File: config.mk
export PLATFORM = sky130hd
export DESIGN_NAME = uep_pipe
export DESIGN_NICKNAME = d
export VERILOG_FILES = /design/src/hw/uep_ring_math.v /design/src/hw/uep_bringup.v /design/src/hw/uep_pipe.v
export VERILOG_INCLUDE_DIRS = /design/src /design/src/hw
export SDC_FILE = /design/constraint.sdc
export NUM_CORES = 2
export LEC_CHECK = 0
export BUFFER_PORTS_ARGS = -buffer_cell sky130_fd_sc_hd__buf_2
export CAP_MARGIN = 10
export CELL_PAD_IN_SITES_DETAIL_PLACEMENT = 0
export CELL_PAD_IN_SITES_GLOBAL_PLACEMENT = 2
export CORE_MARGIN = 1
export CORE_UTILIZATION = 43
export CTS_CLUSTER_DIAMETER = 60
export CTS_CLUSTER_SIZE = 20
export DETAILED_ROUTE_END_ITERATION = 6
export GPL_ROUTABILITY_DRIVEN = 0
export PLACE_DENSITY = 0.89
export REMOVE_ABC_BUFFERS = 1
export SYNTH_ARGS = -nofsm -noshare
export SYNTH_HDL_FRONTEND = slang
export SYNTH_SLANG_ARGS = --single-unit
File: constraint.sdc
create_clock -name clk_sys -period 12.3 [get_ports clk_sys]
set_input_delay 0 -clock clk_sys [delete_from_list [all_inputs] [get_ports clk_sys]]
set_output_delay 0 -clock clk_sys [all_outputs]
set_load 0.05 [all_outputs]
File: src/hw/uep_regs.vh
/*
  Register map, field positions, reset values and timing counts of the
  generic-endpoint data pipe. Assumes a 100 MHz system clock and a
  register port of 8 address bits and 18 data bits.
*/
`ifndef UEP_REGS_VH
`define UEP_REGS_VH

// per-endpoint registers: address = {1'b0, ep_index[2:0], 1'b0, sel[2:0]}
`define UEP_SEL_DESC      3'h0
`define UEP_SEL_POLICY    3'h1
`define UEP_SEL_BASE      3'h2
`define UEP_SEL_SIZE      3'h3
`define UEP_SEL_RDOFF     3'h4
`define UEP_SEL_WROFF     3'h5
// global registers, address bit 7 set
`define UEP_ADDR_CFGVAL   8'h80
`define UEP_ADDR_STATUS   8'h81

// endpoint description fields
`define UEP_DESC_TYPE     1:0
`define UEP_DESC_DIR_IN   2
`define UEP_DESC_MPS      12:3
// stall policy fields
`define UEP_POL_NAKLIM    3:0

// reset values
`define UEP_RST_DESC      13'h0000
`define UEP_RST_NAKLIM    4'h0
`define UEP_RST_BASE      18'h00000
`define UEP_RST_OFF       16'h0000
`define UEP_RST_CFGVAL    16'h0000

// first and last generic endpoint numbers and the mask with all five init bits set
`define UEP_FIRST_EP      4'h4
`define UEP_LAST_EP       4'hb
`define UEP_INIT_ALL      5'h1f

// disconnect time before re-attach
`define UEP_CLK_NS        10
`define UEP_DISC_NS       10000
`define UEP_DISC_CYC      (`UEP_DISC_NS / `UEP_CLK_NS)

`endif

File: src/hw/uep_ring_math.v
/*
  Ring pointer arithmetic for one buffer: the fill level between an
  advancing pointer and the opposite one, and the advanced pointer with
  wrap. Purely combinational; assumes size is nonzero and both pointers
  lie below it.
*/
`timescale 1ns/100ps
`default_nettype none

module uep_ring_math (
  // buffer geometry
  input  wire [15:0] size,
  // pointers
  input  wire [15:0] head,
  input  wire [15:0] tail,
  // results
  output wire [15:0] used,
  output wire [15:0] head_inc
);

  wire [15:0] head_p1;

  // difference taken modulo the buffer size
  assign used = (head >= tail) ? head - tail : head + size - tail;
  assign head_p1 = head + 16'h0001;
  // pointer returns to zero at the buffer end
  assign head_inc = (head_p1 == size) ? 16'h0000 : head_p1;

endmodule

`default_nettype wire

File: src/hw/uep_bringup.v
/*
  Attach and re-enumeration sequencer. Holds the device as a
  configuration-only function after attach, and on a control register
  write drops the pull-up for a fixed time before re-attaching with the
  downloaded configuration. Assumes usb_attach is synchronous.
*/
`timescale 1ns/100ps
`default_nettype none
`include "uep_regs.vh"

module uep_bringup #(
  parameter DISC_CYC = `UEP_DISC_CYC
) (
  // clock and reset
  input  wire clk_sys,
  input  wire sys_rst,
  // bus state and requests
  input  wire usb_attach,
  input  wire usb_ctrl_wr,
  // link state
  output reg  pullup_en,
  output reg  config_only
);

  localparam [3:0] S_DETACH = 4'b0001;
  localparam [3:0] S_CONFIG = 4'b0010;
  localparam [3:0] S_DISC   = 4'b0100;
  localparam [3:0] S_RUN    = 4'b1000;

  reg [3:0]  state;
  reg [31:0] timer;

  always @(posedge clk_sys) begin
    if (sys_rst) begin
      state       <= S_DETACH;
      timer       <= 32'h0000_0000;
      pullup_en   <= 1'b0;
      config_only <= 1'b1;
    end else if (!usb_attach) begin
      state       <= S_DETACH;
      pullup_en   <= 1'b0;
      config_only <= 1'b1;
    end else begin
      case (state)
        S_DETACH: begin
          // only the control endpoint is offered at first
          state       <= S_CONFIG;
          pullup_en   <= 1'b1;
          config_only <= 1'b1;
        end
        S_CONFIG: begin
          if (usb_ctrl_wr) begin
            state     <= S_DISC;
            pullup_en <= 1'b0;
            timer     <= DISC_CYC - 1;
          end
        end
        S_DISC: begin
          if (timer == 32'h0000_0000) begin
            state       <= S_RUN;
            pullup_en   <= 1'b1;
            config_only <= 1'b0;
          end else begin
            timer <= timer - 32'h0000_0001;
          end
        end
        S_RUN: begin
          // a further control write enumerates the new setup again
          if (usb_ctrl_wr) begin
            state       <= S_DISC;
            pullup_en   <= 1'b0;
            config_only <= 1'b1;
            timer       <= DISC_CYC - 1;
          end
        end
        default: begin
          state <= S_DETACH;
        end
      endcase
    end
  end

endmodule

`default_nettype wire

File: src/hw/uep_pipe.v
/*
  Hardware data pipe for the generic USB endpoints: ring buffers in DSP
  word memory, per-endpoint descriptors, ACK/NAK decisions, and a byte
  path for the control endpoint. Assumes the USB core delivers packets
  as tokens plus word streams, accepts IN words as presented, and the
  DSP memory returns read data one cycle after mem_rd is high.
*/
`timescale 1ns/100ps
`default_nettype none
`include "uep_regs.vh"

// Behaviour
// endpoints 4-11 served by hardware, no MCU
// per endpoint base, size, read, write offsets
// firmware keeps buffers inside 18-bit memory
// DSP memory moves whole 16-bit words only
// control endpoint may move single bytes
// OUT: pipe owns write; IN: read pointer
// pointers start at zero, wrap at end
// OUT fits: ACK then store write offset
// OUT collision: NAK, write offset unchanged
// OUT longer than max packet accepted if room
// firmware checks data, writes read offset
// IN full packet sent; read offset on ACK
// short IN: NAK count times, then send
// firmware checks room, writes write offset
// endpoint idle until all descriptors written
// attach first as configuration-only device
// control write: disconnect, then reconnect
// config value passed for host read-back
// type, direction, max packet from description
// NAK counter clears on every sent packet
// differences modulo size; collision is equality
module uep_pipe #(
  parameter NUM_EP   = 8,
  parameter DISC_CYC = `UEP_DISC_CYC
) (
  // clock and reset
  input  wire        clk_sys,
  input  wire        sys_rst,
  // DSP register port
  input  wire        reg_wr,
  input  wire        reg_rd,
  input  wire [7:0]  reg_addr,
  input  wire [17:0] reg_wdata,
  output reg  [17:0] reg_rdata,
  // token from the USB core
  input  wire        tok_valid,
  input  wire [3:0]  tok_ep,
  input  wire        tok_in,
  // OUT word stream
  input  wire        out_valid,
  input  wire [15:0] out_data,
  input  wire        out_last,
  // IN handshake from the host
  input  wire        in_ack,
  input  wire        in_abort,
  // answers to the USB core
  output reg         hs_ack,
  output reg         hs_nak,
  output reg         in_valid,
  output reg  [15:0] in_data,
  output reg         in_last,
  // DSP memory port
  output reg         mem_wr,
  output reg         mem_rd,
  output reg  [1:0]  mem_be,
  output reg  [17:0] mem_addr,
  output reg  [15:0] mem_wdata,
  input  wire [15:0] mem_rdata,
  // control endpoint byte path
  input  wire        ep0_req,
  input  wire        ep0_wr,
  input  wire [17:0] ep0_addr,
  input  wire        ep0_hi,
  input  wire [7:0]  ep0_wdata,
  output reg         ep0_done,
  output reg  [7:0]  ep0_rdata,
  // bring-up
  input  wire        usb_attach,
  input  wire        usb_ctrl_wr,
  output wire        pullup_en,
  output wire        config_only,
  output reg  [15:0] cfg_value
);

  localparam [7:0] S_IDLE = 8'b0000_0001;
  localparam [7:0] S_OUT  = 8'b0000_0010;
  localparam [7:0] S_IRD  = 8'b0000_0100;
  localparam [7:0] S_IWT  = 8'b0000_1000;
  localparam [7:0] S_IDAT = 8'b0001_0000;
  localparam [7:0] S_IHS  = 8'b0010_0000;
  localparam [7:0] S_E0A  = 8'b0100_0000;
  localparam [7:0] S_E0B  = 8'b1000_0000;

  function ep_reg_hit;
    input [7:0] addr;
    input [2:0] idx;
    input [2:0] sel;
    begin
      ep_reg_hit = !addr[7] && !addr[3] && addr[6:4] == idx &&
                   addr[2:0] == sel;
    end
  endfunction

  // per-endpoint storage
  reg [12:0] desc_r   [0:NUM_EP-1];
  reg [3:0]  naklim_r [0:NUM_EP-1];
  reg [17:0] base_r   [0:NUM_EP-1];
  reg [15:0] size_r   [0:NUM_EP-1];
  reg [15:0] rdoff_r  [0:NUM_EP-1];
  reg [15:0] wroff_r  [0:NUM_EP-1];
  reg [3:0]  nakcnt_r [0:NUM_EP-1];
  reg [4:0]  init_r   [0:NUM_EP-1];

  reg [7:0]  state;
  reg [2:0]  cur_idx;
  reg [17:0] cur_base;
  reg [15:0] cur_size;
  reg [15:0] cur_ptr;
  reg [15:0] cur_opp;
  reg [9:0]  cur_cnt;
  reg [9:0]  cur_len;
  reg        collided;
  reg        e0_hi;
  // pipe-side pointer and counter updates, one endpoint per cycle
  reg        upd_wr;
  reg        upd_rd;
  reg        nak_inc;
  reg        nak_clr;
  reg [15:0] upd_val;

  wire [3:0]  tsub     = tok_ep - `UEP_FIRST_EP;
  wire [2:0]  tidx     = tsub[2:0];
  wire        tok_gen  = tok_ep >= `UEP_FIRST_EP && tok_ep <= `UEP_LAST_EP;
  wire [12:0] tdesc    = desc_r[tidx];
  wire [9:0]  tmps     = tdesc[`UEP_DESC_MPS];
  wire [9:0]  tmpsw    = {1'b0, tmps[9:1]};
  wire        tok_ok   = tok_gen && init_r[tidx] == `UEP_INIT_ALL &&
                         !config_only && tok_in == tdesc[`UEP_DESC_DIR_IN];
  wire        idle     = state == S_IDLE;
  wire [15:0] sel_size = idle ? size_r[tidx] : cur_size;
  wire [15:0] sel_head = idle ? wroff_r[tidx] : cur_ptr;
  wire [15:0] sel_tail = idle ? rdoff_r[tidx] : cur_opp;
  wire [15:0] used;
  wire [15:0] head_inc;
  wire        out_take = !collided && head_inc != cur_opp;

  uep_ring_math u_ring (
    .size     (sel_size),
    .head     (sel_head),
    .tail     (sel_tail),
    .used     (used),
    .head_inc (head_inc)
  );

  uep_bringup #(
    .DISC_CYC (DISC_CYC)
  ) u_bringup (
    .clk_sys     (clk_sys),
    .sys_rst     (sys_rst),
    .usb_attach  (usb_attach),
    .usb_ctrl_wr (usb_ctrl_wr),
    .pullup_en   (pullup_en),
    .config_only (config_only)
  );

  genvar gi;
  generate
    for (gi = 0; gi < NUM_EP; gi = gi + 1) begin : g_ep
      localparam [2:0] IDX = gi;
      wire mine = cur_idx == gi;
      always @(posedge clk_sys) begin
        if (sys_rst) begin
          desc_r[gi]   <= `UEP_RST_DESC;
          naklim_r[gi] <= `UEP_RST_NAKLIM;
          base_r[gi]   <= `UEP_RST_BASE;
          size_r[gi]   <= `UEP_RST_OFF;
          rdoff_r[gi]  <= `UEP_RST_OFF;
          wroff_r[gi]  <= `UEP_RST_OFF;
          nakcnt_r[gi] <= 4'h0;
          init_r[gi]   <= 5'h00;
        end else begin
          if (reg_wr) begin
            if (ep_reg_hit(reg_addr, IDX, `UEP_SEL_DESC)) begin
              desc_r[gi] <= reg_wdata[12:0];
              init_r[gi][0] <= 1'b1;
            end
            if (ep_reg_hit(reg_addr, IDX, `UEP_SEL_POLICY))
              naklim_r[gi] <= reg_wdata[`UEP_POL_NAKLIM];
            if (ep_reg_hit(reg_addr, IDX, `UEP_SEL_BASE)) begin
              base_r[gi] <= reg_wdata;
              init_r[gi][1] <= 1'b1;
            end
            if (ep_reg_hit(reg_addr, IDX, `UEP_SEL_SIZE)) begin
              size_r[gi] <= reg_wdata[15:0];
              init_r[gi][2] <= 1'b1;
            end
            if (ep_reg_hit(reg_addr, IDX, `UEP_SEL_RDOFF)) begin
              rdoff_r[gi] <= reg_wdata[15:0];
              init_r[gi][3] <= 1'b1;
            end
            if (ep_reg_hit(reg_addr, IDX, `UEP_SEL_WROFF)) begin
              wroff_r[gi] <= reg_wdata[15:0];
              init_r[gi][4] <= 1'b1;
            end
          end
          // pipe update lands after the DSP write so it wins a tie
          if (upd_wr && mine)
            wroff_r[gi] <= upd_val;
          if (upd_rd && mine)
            rdoff_r[gi] <= upd_val;
          if (nak_clr && mine)
            nakcnt_r[gi] <= 4'h0;
          else if (nak_inc && mine)
            nakcnt_r[gi] <= nakcnt_r[gi] + 4'h1;
        end
      end
    end
  endgenerate

  // pipe engine; endpoints 4-11 never involve the MCU
  always @(posedge clk_sys) begin
    if (sys_rst) begin
      state     <= S_IDLE;
      cur_idx   <= 3'h0;
      cur_base  <= 18'h00000;
      cur_size  <= 16'h0000;
      cur_ptr   <= 16'h0000;
      cur_opp   <= 16'h0000;
      cur_cnt   <= 10'h000;
      cur_len   <= 10'h000;
      collided  <= 1'b0;
      e0_hi     <= 1'b0;
      upd_wr    <= 1'b0;
      upd_rd    <= 1'b0;
      nak_inc   <= 1'b0;
      nak_clr   <= 1'b0;
      upd_val   <= 16'h0000;
      hs_ack    <= 1'b0;
      hs_nak    <= 1'b0;
      in_valid  <= 1'b0;
      in_data   <= 16'h0000;
      in_last   <= 1'b0;
      mem_wr    <= 1'b0;
      mem_rd    <= 1'b0;
      mem_be    <= 2'b00;
      mem_addr  <= 18'h00000;
      mem_wdata <= 16'h0000;
      ep0_done  <= 1'b0;
      ep0_rdata <= 8'h00;
    end else begin
      upd_wr   <= 1'b0;
      upd_rd   <= 1'b0;
      nak_inc  <= 1'b0;
      nak_clr  <= 1'b0;
      hs_ack   <= 1'b0;
      hs_nak   <= 1'b0;
      in_valid <= 1'b0;
      in_last  <= 1'b0;
      mem_wr   <= 1'b0;
      mem_rd   <= 1'b0;
      ep0_done <= 1'b0;
      case (state)
        S_IDLE: begin
          cur_cnt <= 10'h000;
          if (tok_valid) begin
            cur_idx  <= tidx;
            cur_base <= base_r[tidx];
            cur_size <= size_r[tidx];
            if (!tok_in) begin
              cur_ptr  <= wroff_r[tidx];
              cur_opp  <= rdoff_r[tidx];
              // unusable endpoint: swallow the data and NAK it
              collided <= !tok_ok;
              state    <= S_OUT;
            end else if (!tok_ok) begin
              hs_nak <= 1'b1;
            end else begin
              cur_ptr <= rdoff_r[tidx];
              if (used >= {6'h00, tmpsw}) begin
                cur_len <= tmpsw;
                nak_clr <= 1'b1;
                state   <= S_IRD;
              end else if (nakcnt_r[tidx] < naklim_r[tidx]) begin
                hs_nak  <= 1'b1;
                nak_inc <= 1'b1;
              end else begin
                cur_len <= used[9:0];
                nak_clr <= 1'b1;
                if (used == 16'h0000) begin
                  in_last <= 1'b1;
                  state   <= S_IHS;
                end else begin
                  state <= S_IRD;
                end
              end
            end
          end else if (ep0_req) begin
            // control endpoint may touch a single byte lane
            mem_wr    <= ep0_wr;
            mem_rd    <= !ep0_wr;
            mem_be    <= ep0_hi ? 2'b10 : 2'b01;
            mem_addr  <= ep0_addr;
            mem_wdata <= {ep0_wdata, ep0_wdata};
            e0_hi     <= ep0_hi;
            state     <= S_E0A;
          end
        end
        S_OUT: begin
          if (out_valid) begin
            if (out_take) begin
              mem_wr    <= 1'b1;
              mem_be    <= 2'b11;
              mem_addr  <= cur_base + {2'b00, cur_ptr};
              mem_wdata <= out_data;
              // no packet size limit, only room in the ring
              cur_ptr   <= head_inc;
            end else begin
              collided <= 1'b1;
            end
            if (out_last) begin
              state <= S_IDLE;
              if (out_take) begin
                hs_ack  <= 1'b1;
                upd_wr  <= 1'b1;
                upd_val <= head_inc;
              end else begin
                hs_nak <= 1'b1;
              end
            end
          end
        end
        S_IRD: begin
          mem_rd   <= 1'b1;
          mem_be   <= 2'b11;
          mem_addr <= cur_base + {2'b00, cur_ptr};
          cur_ptr  <= head_inc;
          state    <= S_IWT;
        end
        S_IWT: begin
          state <= S_IDAT;
        end
        S_IDAT: begin
          in_valid <= 1'b1;
          in_data  <= mem_rdata;
          cur_cnt  <= cur_cnt + 10'h001;
          if (cur_cnt + 10'h001 == cur_len) begin
            in_last <= 1'b1;
            state   <= S_IHS;
          end else begin
            state <= S_IRD;
          end
        end
        S_IHS: begin
          // stored read offset moves only once the host has the data
          if (in_ack) begin
            upd_rd  <= 1'b1;
            upd_val <= cur_ptr;
            state   <= S_IDLE;
          end else if (in_abort) begin
            state <= S_IDLE;
          end
        end
        S_E0A: begin
          state <= S_E0B;
        end
        S_E0B: begin
          ep0_done  <= 1'b1;
          ep0_rdata <= e0_hi ? mem_rdata[15:8] : mem_rdata[7:0];
          state     <= S_IDLE;
        end
        default: begin
          state <= S_IDLE;
        end
      endcase
    end
  end

  // DSP side register read-back and configuration value
  always @(posedge clk_sys) begin
    if (sys_rst) begin
      reg_rdata <= 18'h00000;
      cfg_value <= `UEP_RST_CFGVAL;
    end else begin
      if (reg_wr && reg_addr == `UEP_ADDR_CFGVAL)
        cfg_value <= reg_wdata[15:0];
      if (reg_rd) begin
        reg_rdata <= 18'h00000;
        if (reg_addr == `UEP_ADDR_CFGVAL)
          reg_rdata <= {2'b00, cfg_value};
        else if (reg_addr == `UEP_ADDR_STATUS)
          reg_rdata <= {15'h0000, !idle, pullup_en, config_only};
        else if (!reg_addr[7] && !reg_addr[3]) begin
          case (reg_addr[2:0])
            `UEP_SEL_DESC:   reg_rdata <= {5'h00, desc_r[reg_addr[6:4]]};
            `UEP_SEL_POLICY: reg_rdata <= {10'h000, nakcnt_r[reg_addr[6:4]],
                                           naklim_r[reg_addr[6:4]]};
            `UEP_SEL_BASE:   reg_rdata <= base_r[reg_addr[6:4]];
            `UEP_SEL_SIZE:   reg_rdata <= {2'b00, size_r[reg_addr[6:4]]};
            `UEP_SEL_RDOFF:  reg_rdata <= {2'b00, rdoff_r[reg_addr[6:4]]};
            `UEP_SEL_WROFF:  reg_rdata <= {2'b00, wroff_r[reg_addr[6:4]]};
            default:         reg_rdata <= 18'h00000;
          endcase
        end
      end
    end
  end

endmodule

`default_nettype wire

==> metrics.md <==
| Metric | Value |
|---|---|
| Die X | approximately 370 um |
| Hold Path Stages | 4 |
| Final ANT Viol Nets | 0 |
| Number of fill cells in the layout | between 10,000 and 15,000 |
| Largest stage delay, worst path | approximately 0.94 ns |
| Final setup violation count | 0 |
| Adder-Cell Fraction of Synth Area | under 10% |
| Wire per inst | ~30 um |
| Post-synthesis compound-gate area fraction | a little over a tenth |
| # H-tree levels | 3 |
| Critical path startpoint | tok_ep[0] |
| RSZ-0062 raised after global routing | false |
| Slew headroom | between 10% and 20% |
| Post-synth EDFFs | between 700 and 800 |
| Initial Utilization | between 40% and 50% |
| Finished Layout Cells | ~7,100 |
| Boundary Pins | between 200 and 250 |
| Max Slew Vio Count | 0 |
| Critical path arrival | approximately 10 ns |
| Period utilization | ~75% |
| CTS tree | done |
| Main combinational cell family by area after synthesis | multiplexers |
| Reg2reg end | cur_len[1]$_SDFFE_PP0P_ |
| Worst-Margin Slew | about 1.3 ns |
| Clk pin slew, worst setup/hold paths | approximately 0.08 ns |
| Worst-Skew Late Latency | approximately 0.77 ns |
| Synthesized area per cell | 11.0 um^2 |
| Post-synth cell types | approximately 110 |
| Register area share after synthesis | 48.0% |
| P_leak | 0.0231 uW |
| Mux cell area share after synthesis | between 10% and 20% |
| Top FF cell, synth | edfxtp_1 |
| Pin count of the biggest net entering global routing | 77 |
| Number of CTS-inserted buffers | 99 |
| CP required | 13.01 ns |
| Post-Route WL | 210,000 um |
| Hold endpoint | in_data[6]$_SDFFE_PP0P_ |
| Count leader, synth | nand2_1 |
| Core Util, Final | between 40% and 50% |
| First-pass GRT wire length | between 200,000 and 300,000 um |
| VDD IR max | approximately 0.00011 V |
| Critical-path top delay cell | a2111oi_0 |
| Post-Place Cells | ~6,800 |
| Total GRT Usage | a little under a third |
| Die height | between 300 and 400 um |
| Share of post-route cells with drive strength above 1 | 17.6% |
| R2R Path Start | state[7]$_SDFFE_PP0P_ |
| WS Path Type | in -> reg |
| Skew final | ~0.052 ns |
| Area share of the largest cell type after synthesis | ~39% |
| Row count | 132 |
| CP endpoint kind | register |
| Total negative setup slack | 0 ns |
| Grt total ovfl | 0 |
| Vias | approximately 44,000 |
| Ys async rst share | 0% |
| Cell mode on critical path | a21o_1 |
| Synth area leaders | edfxtp_1 39%, mux4_2 13%, dfxtp_1 9.2% |
| Die area | ~130,000 um^2 |
| HP Class | in -> reg |
| Clock root buffer | clkbuf_16 |
| Synthesized cell area | 56,700 um^2 |
| Max clock buf depth | 3 |
| Drt pass-1 iters | 6 |
| Worst hold slack | 0.0410 ns |
| Largest area contributor in the netlist | edfxtp_1 |
| Hold path startpoint | mem_rdata[6] |
| Syn Inst Count | 5,140 |
| Synth Register Bits | between 900 and 1,000 |
| Initial antenna violation count | 8 |
| Vias in the first global route | roughly 42,000 |
| Clock sinks | just under 1,000 |
| Synth warnings | 0 |
| Final Hold Viols | 0 |
| Post-route DRC | 0 |
| Total core area | 130,000 um^2 |
| Cells on worst reg2reg path | 29 |
| Reg2Reg Setup Slack | roughly 3.1 ns |
| P per Cell Area | around 150 nW/um^2 |
| Max_cap viols | 0 |
| Min Tclk post-route | 9.29 ns |
| FMAX | roughly 110 MHz |
| Vias per std cell | around 6.3 |
| Final HPWL DP | around 140,000 um |
| Area Growth Syn to Fin | 12.6% |
| Nets | between 5,000 and 6,000 |
| Setup crit start kind | input port |
| Post-Synth Simple-Gate Area | between 10% and 20% |
| CP max FO | 76 |
| Synth Area in XOR/XNOR | under 10% |
| Status | complete, no violations |
| Drt initial violations | 5,615 |
| IO Port Bufs | between 200 and 250 |
| Post-synth top cells | 740 x nand2_1, 731 x edfxtp_1, 396 x and2_1 |
-- cell type report --
type | instances | area (um^2) | share of cell area (%)
Timing Repair Buffer | 430 | 3100 | 4.85
Clock inverter | 74 | 820 | 1.28
Antenna cell | 1 | 2.50 | 0.00392
Sequential cell | 993 | 27200 | 42.6
Multi-Input combinational cell | 3605 | 27500 | 43.1
Clock buffer | 112 | 2600 | 4.07
Inverter | 118 | 445 | 0.698
Tap cell | 1742 | 2180 | 3.41
-- per-stage QoR --
stage / instance area (um^2) / power [uW] / setup WS, ns
final: 63800 / 9490 / 3.01
after global routing: 63800 / 9800 / 2.21
after CTS: 63800 / 9470 / 3.37
after detailed placement: 59200 / 6240 / 3.23
after global placement: 59200 / 6230 / 3.23
after floorplan: 55000 / 5390 / 4.11
-- kinds of logic (layout without fill, tap and decap cells) --
group	count (synthesis)	after routing
simple gates	1946	1946
flops	993	993
compound gates	935	935
buf+inv	542	734
mux	523	523
xor+xnor	114	114
fa+ha+maj	87	87
other cells	0	1
-- power by group --
group | leakage (uW) | internal, uW | switching, uW
clock network | 0.00167 | 1670 | 1570
logic | 0.0123 | 896 | 1460
registers | 0.00918 | 3760 | 143
-- cells in the final DEF (no fill, tap or decap), types with 27 or more instances in the layout --
| cell type | instances |
|---|---|
| dlygate4sd3_1 | 120 |
| o211ai_1 | 38 |
| o22ai_1 | 28 |
| nor2_1 | 338 |
| a311oi_1 | 31 |
| a22o_1 | 39 |
| nand4_1 | 32 |
| edfxtp_1 | 731 |
| mux2i_1 | 161 |
| and2_1 | 396 |
| nand3b_1 | 43 |
| buf_4 | 104 |
| a211oi_1 | 79 |
| inv_1 | 114 |
| dfxtp_1 | 262 |
| o21ai_0 | 310 |
| xor2_1 | 33 |
| clkbuf_16 | 101 |
| nand2_1 | 739 |
| xnor2_1 | 75 |
| ha_1 | 70 |
| nor3_1 | 69 |
| mux4_2 | 336 |
| and3_1 | 81 |
| nand3_1 | 66 |
| a21oi_1 | 189 |
| buf_2 | 198 |
| o31ai_1 | 27 |
-- worst max-delay path by stage --
stage | to | cells past startpoint
after CTS | cur_len[1]$_SDFFE_PP0P_ | 29
after floorplan | cur_len[1]$_SDFFE_PP0P_ | 28
after global routing | cur_len[3]$_SDFFE_PP0P_ | 31
after global placement | state[5]$_SDFFE_PP0P_ | 30
after detailed placement | cur_len[3]$_SDFFE_PP0P_ | 30
final | cur_len[1]$_SDFFE_PP0P_ | 31
-- repair_timing --
action	4_1_cts	5_1_grt
buffers inserted	0	0
hold buffers	120	0
resized for setup	0	0
endpoints found under the hold margin	225	0
-- per-layer routing --
layer  global-route usage, %  share of wire, %  vias up
met5                       0             0.042        -
met4                    15.5               5.3       10
met3                    6.97                11      436
met2                    48.4                45     2592
met1                    40.8                38    22000
li1                        -                 -    19300
-- sequential cells by signal (all words and copies together) (netlist names), 18 cells and up --
signal	count
rdoff_r	128
reg_rdata	18
nakcnt_r	32
mem_addr	18
u_bringup.timer	32
base_r	144
size_r	128
init_r	40
wroff_r	128
desc_r	104
naklim_r	32
cur_base	18
-- critical path: cells and delay by family --
family,cells,cell delay (ns)
fa+ha+maj,2,0.62
mux,2,0.85
compound gates,17,5.01
simple gates,4,1.15
buf+inv,6,1.93
No activity file was read; power rests on OpenSTA's default activity.
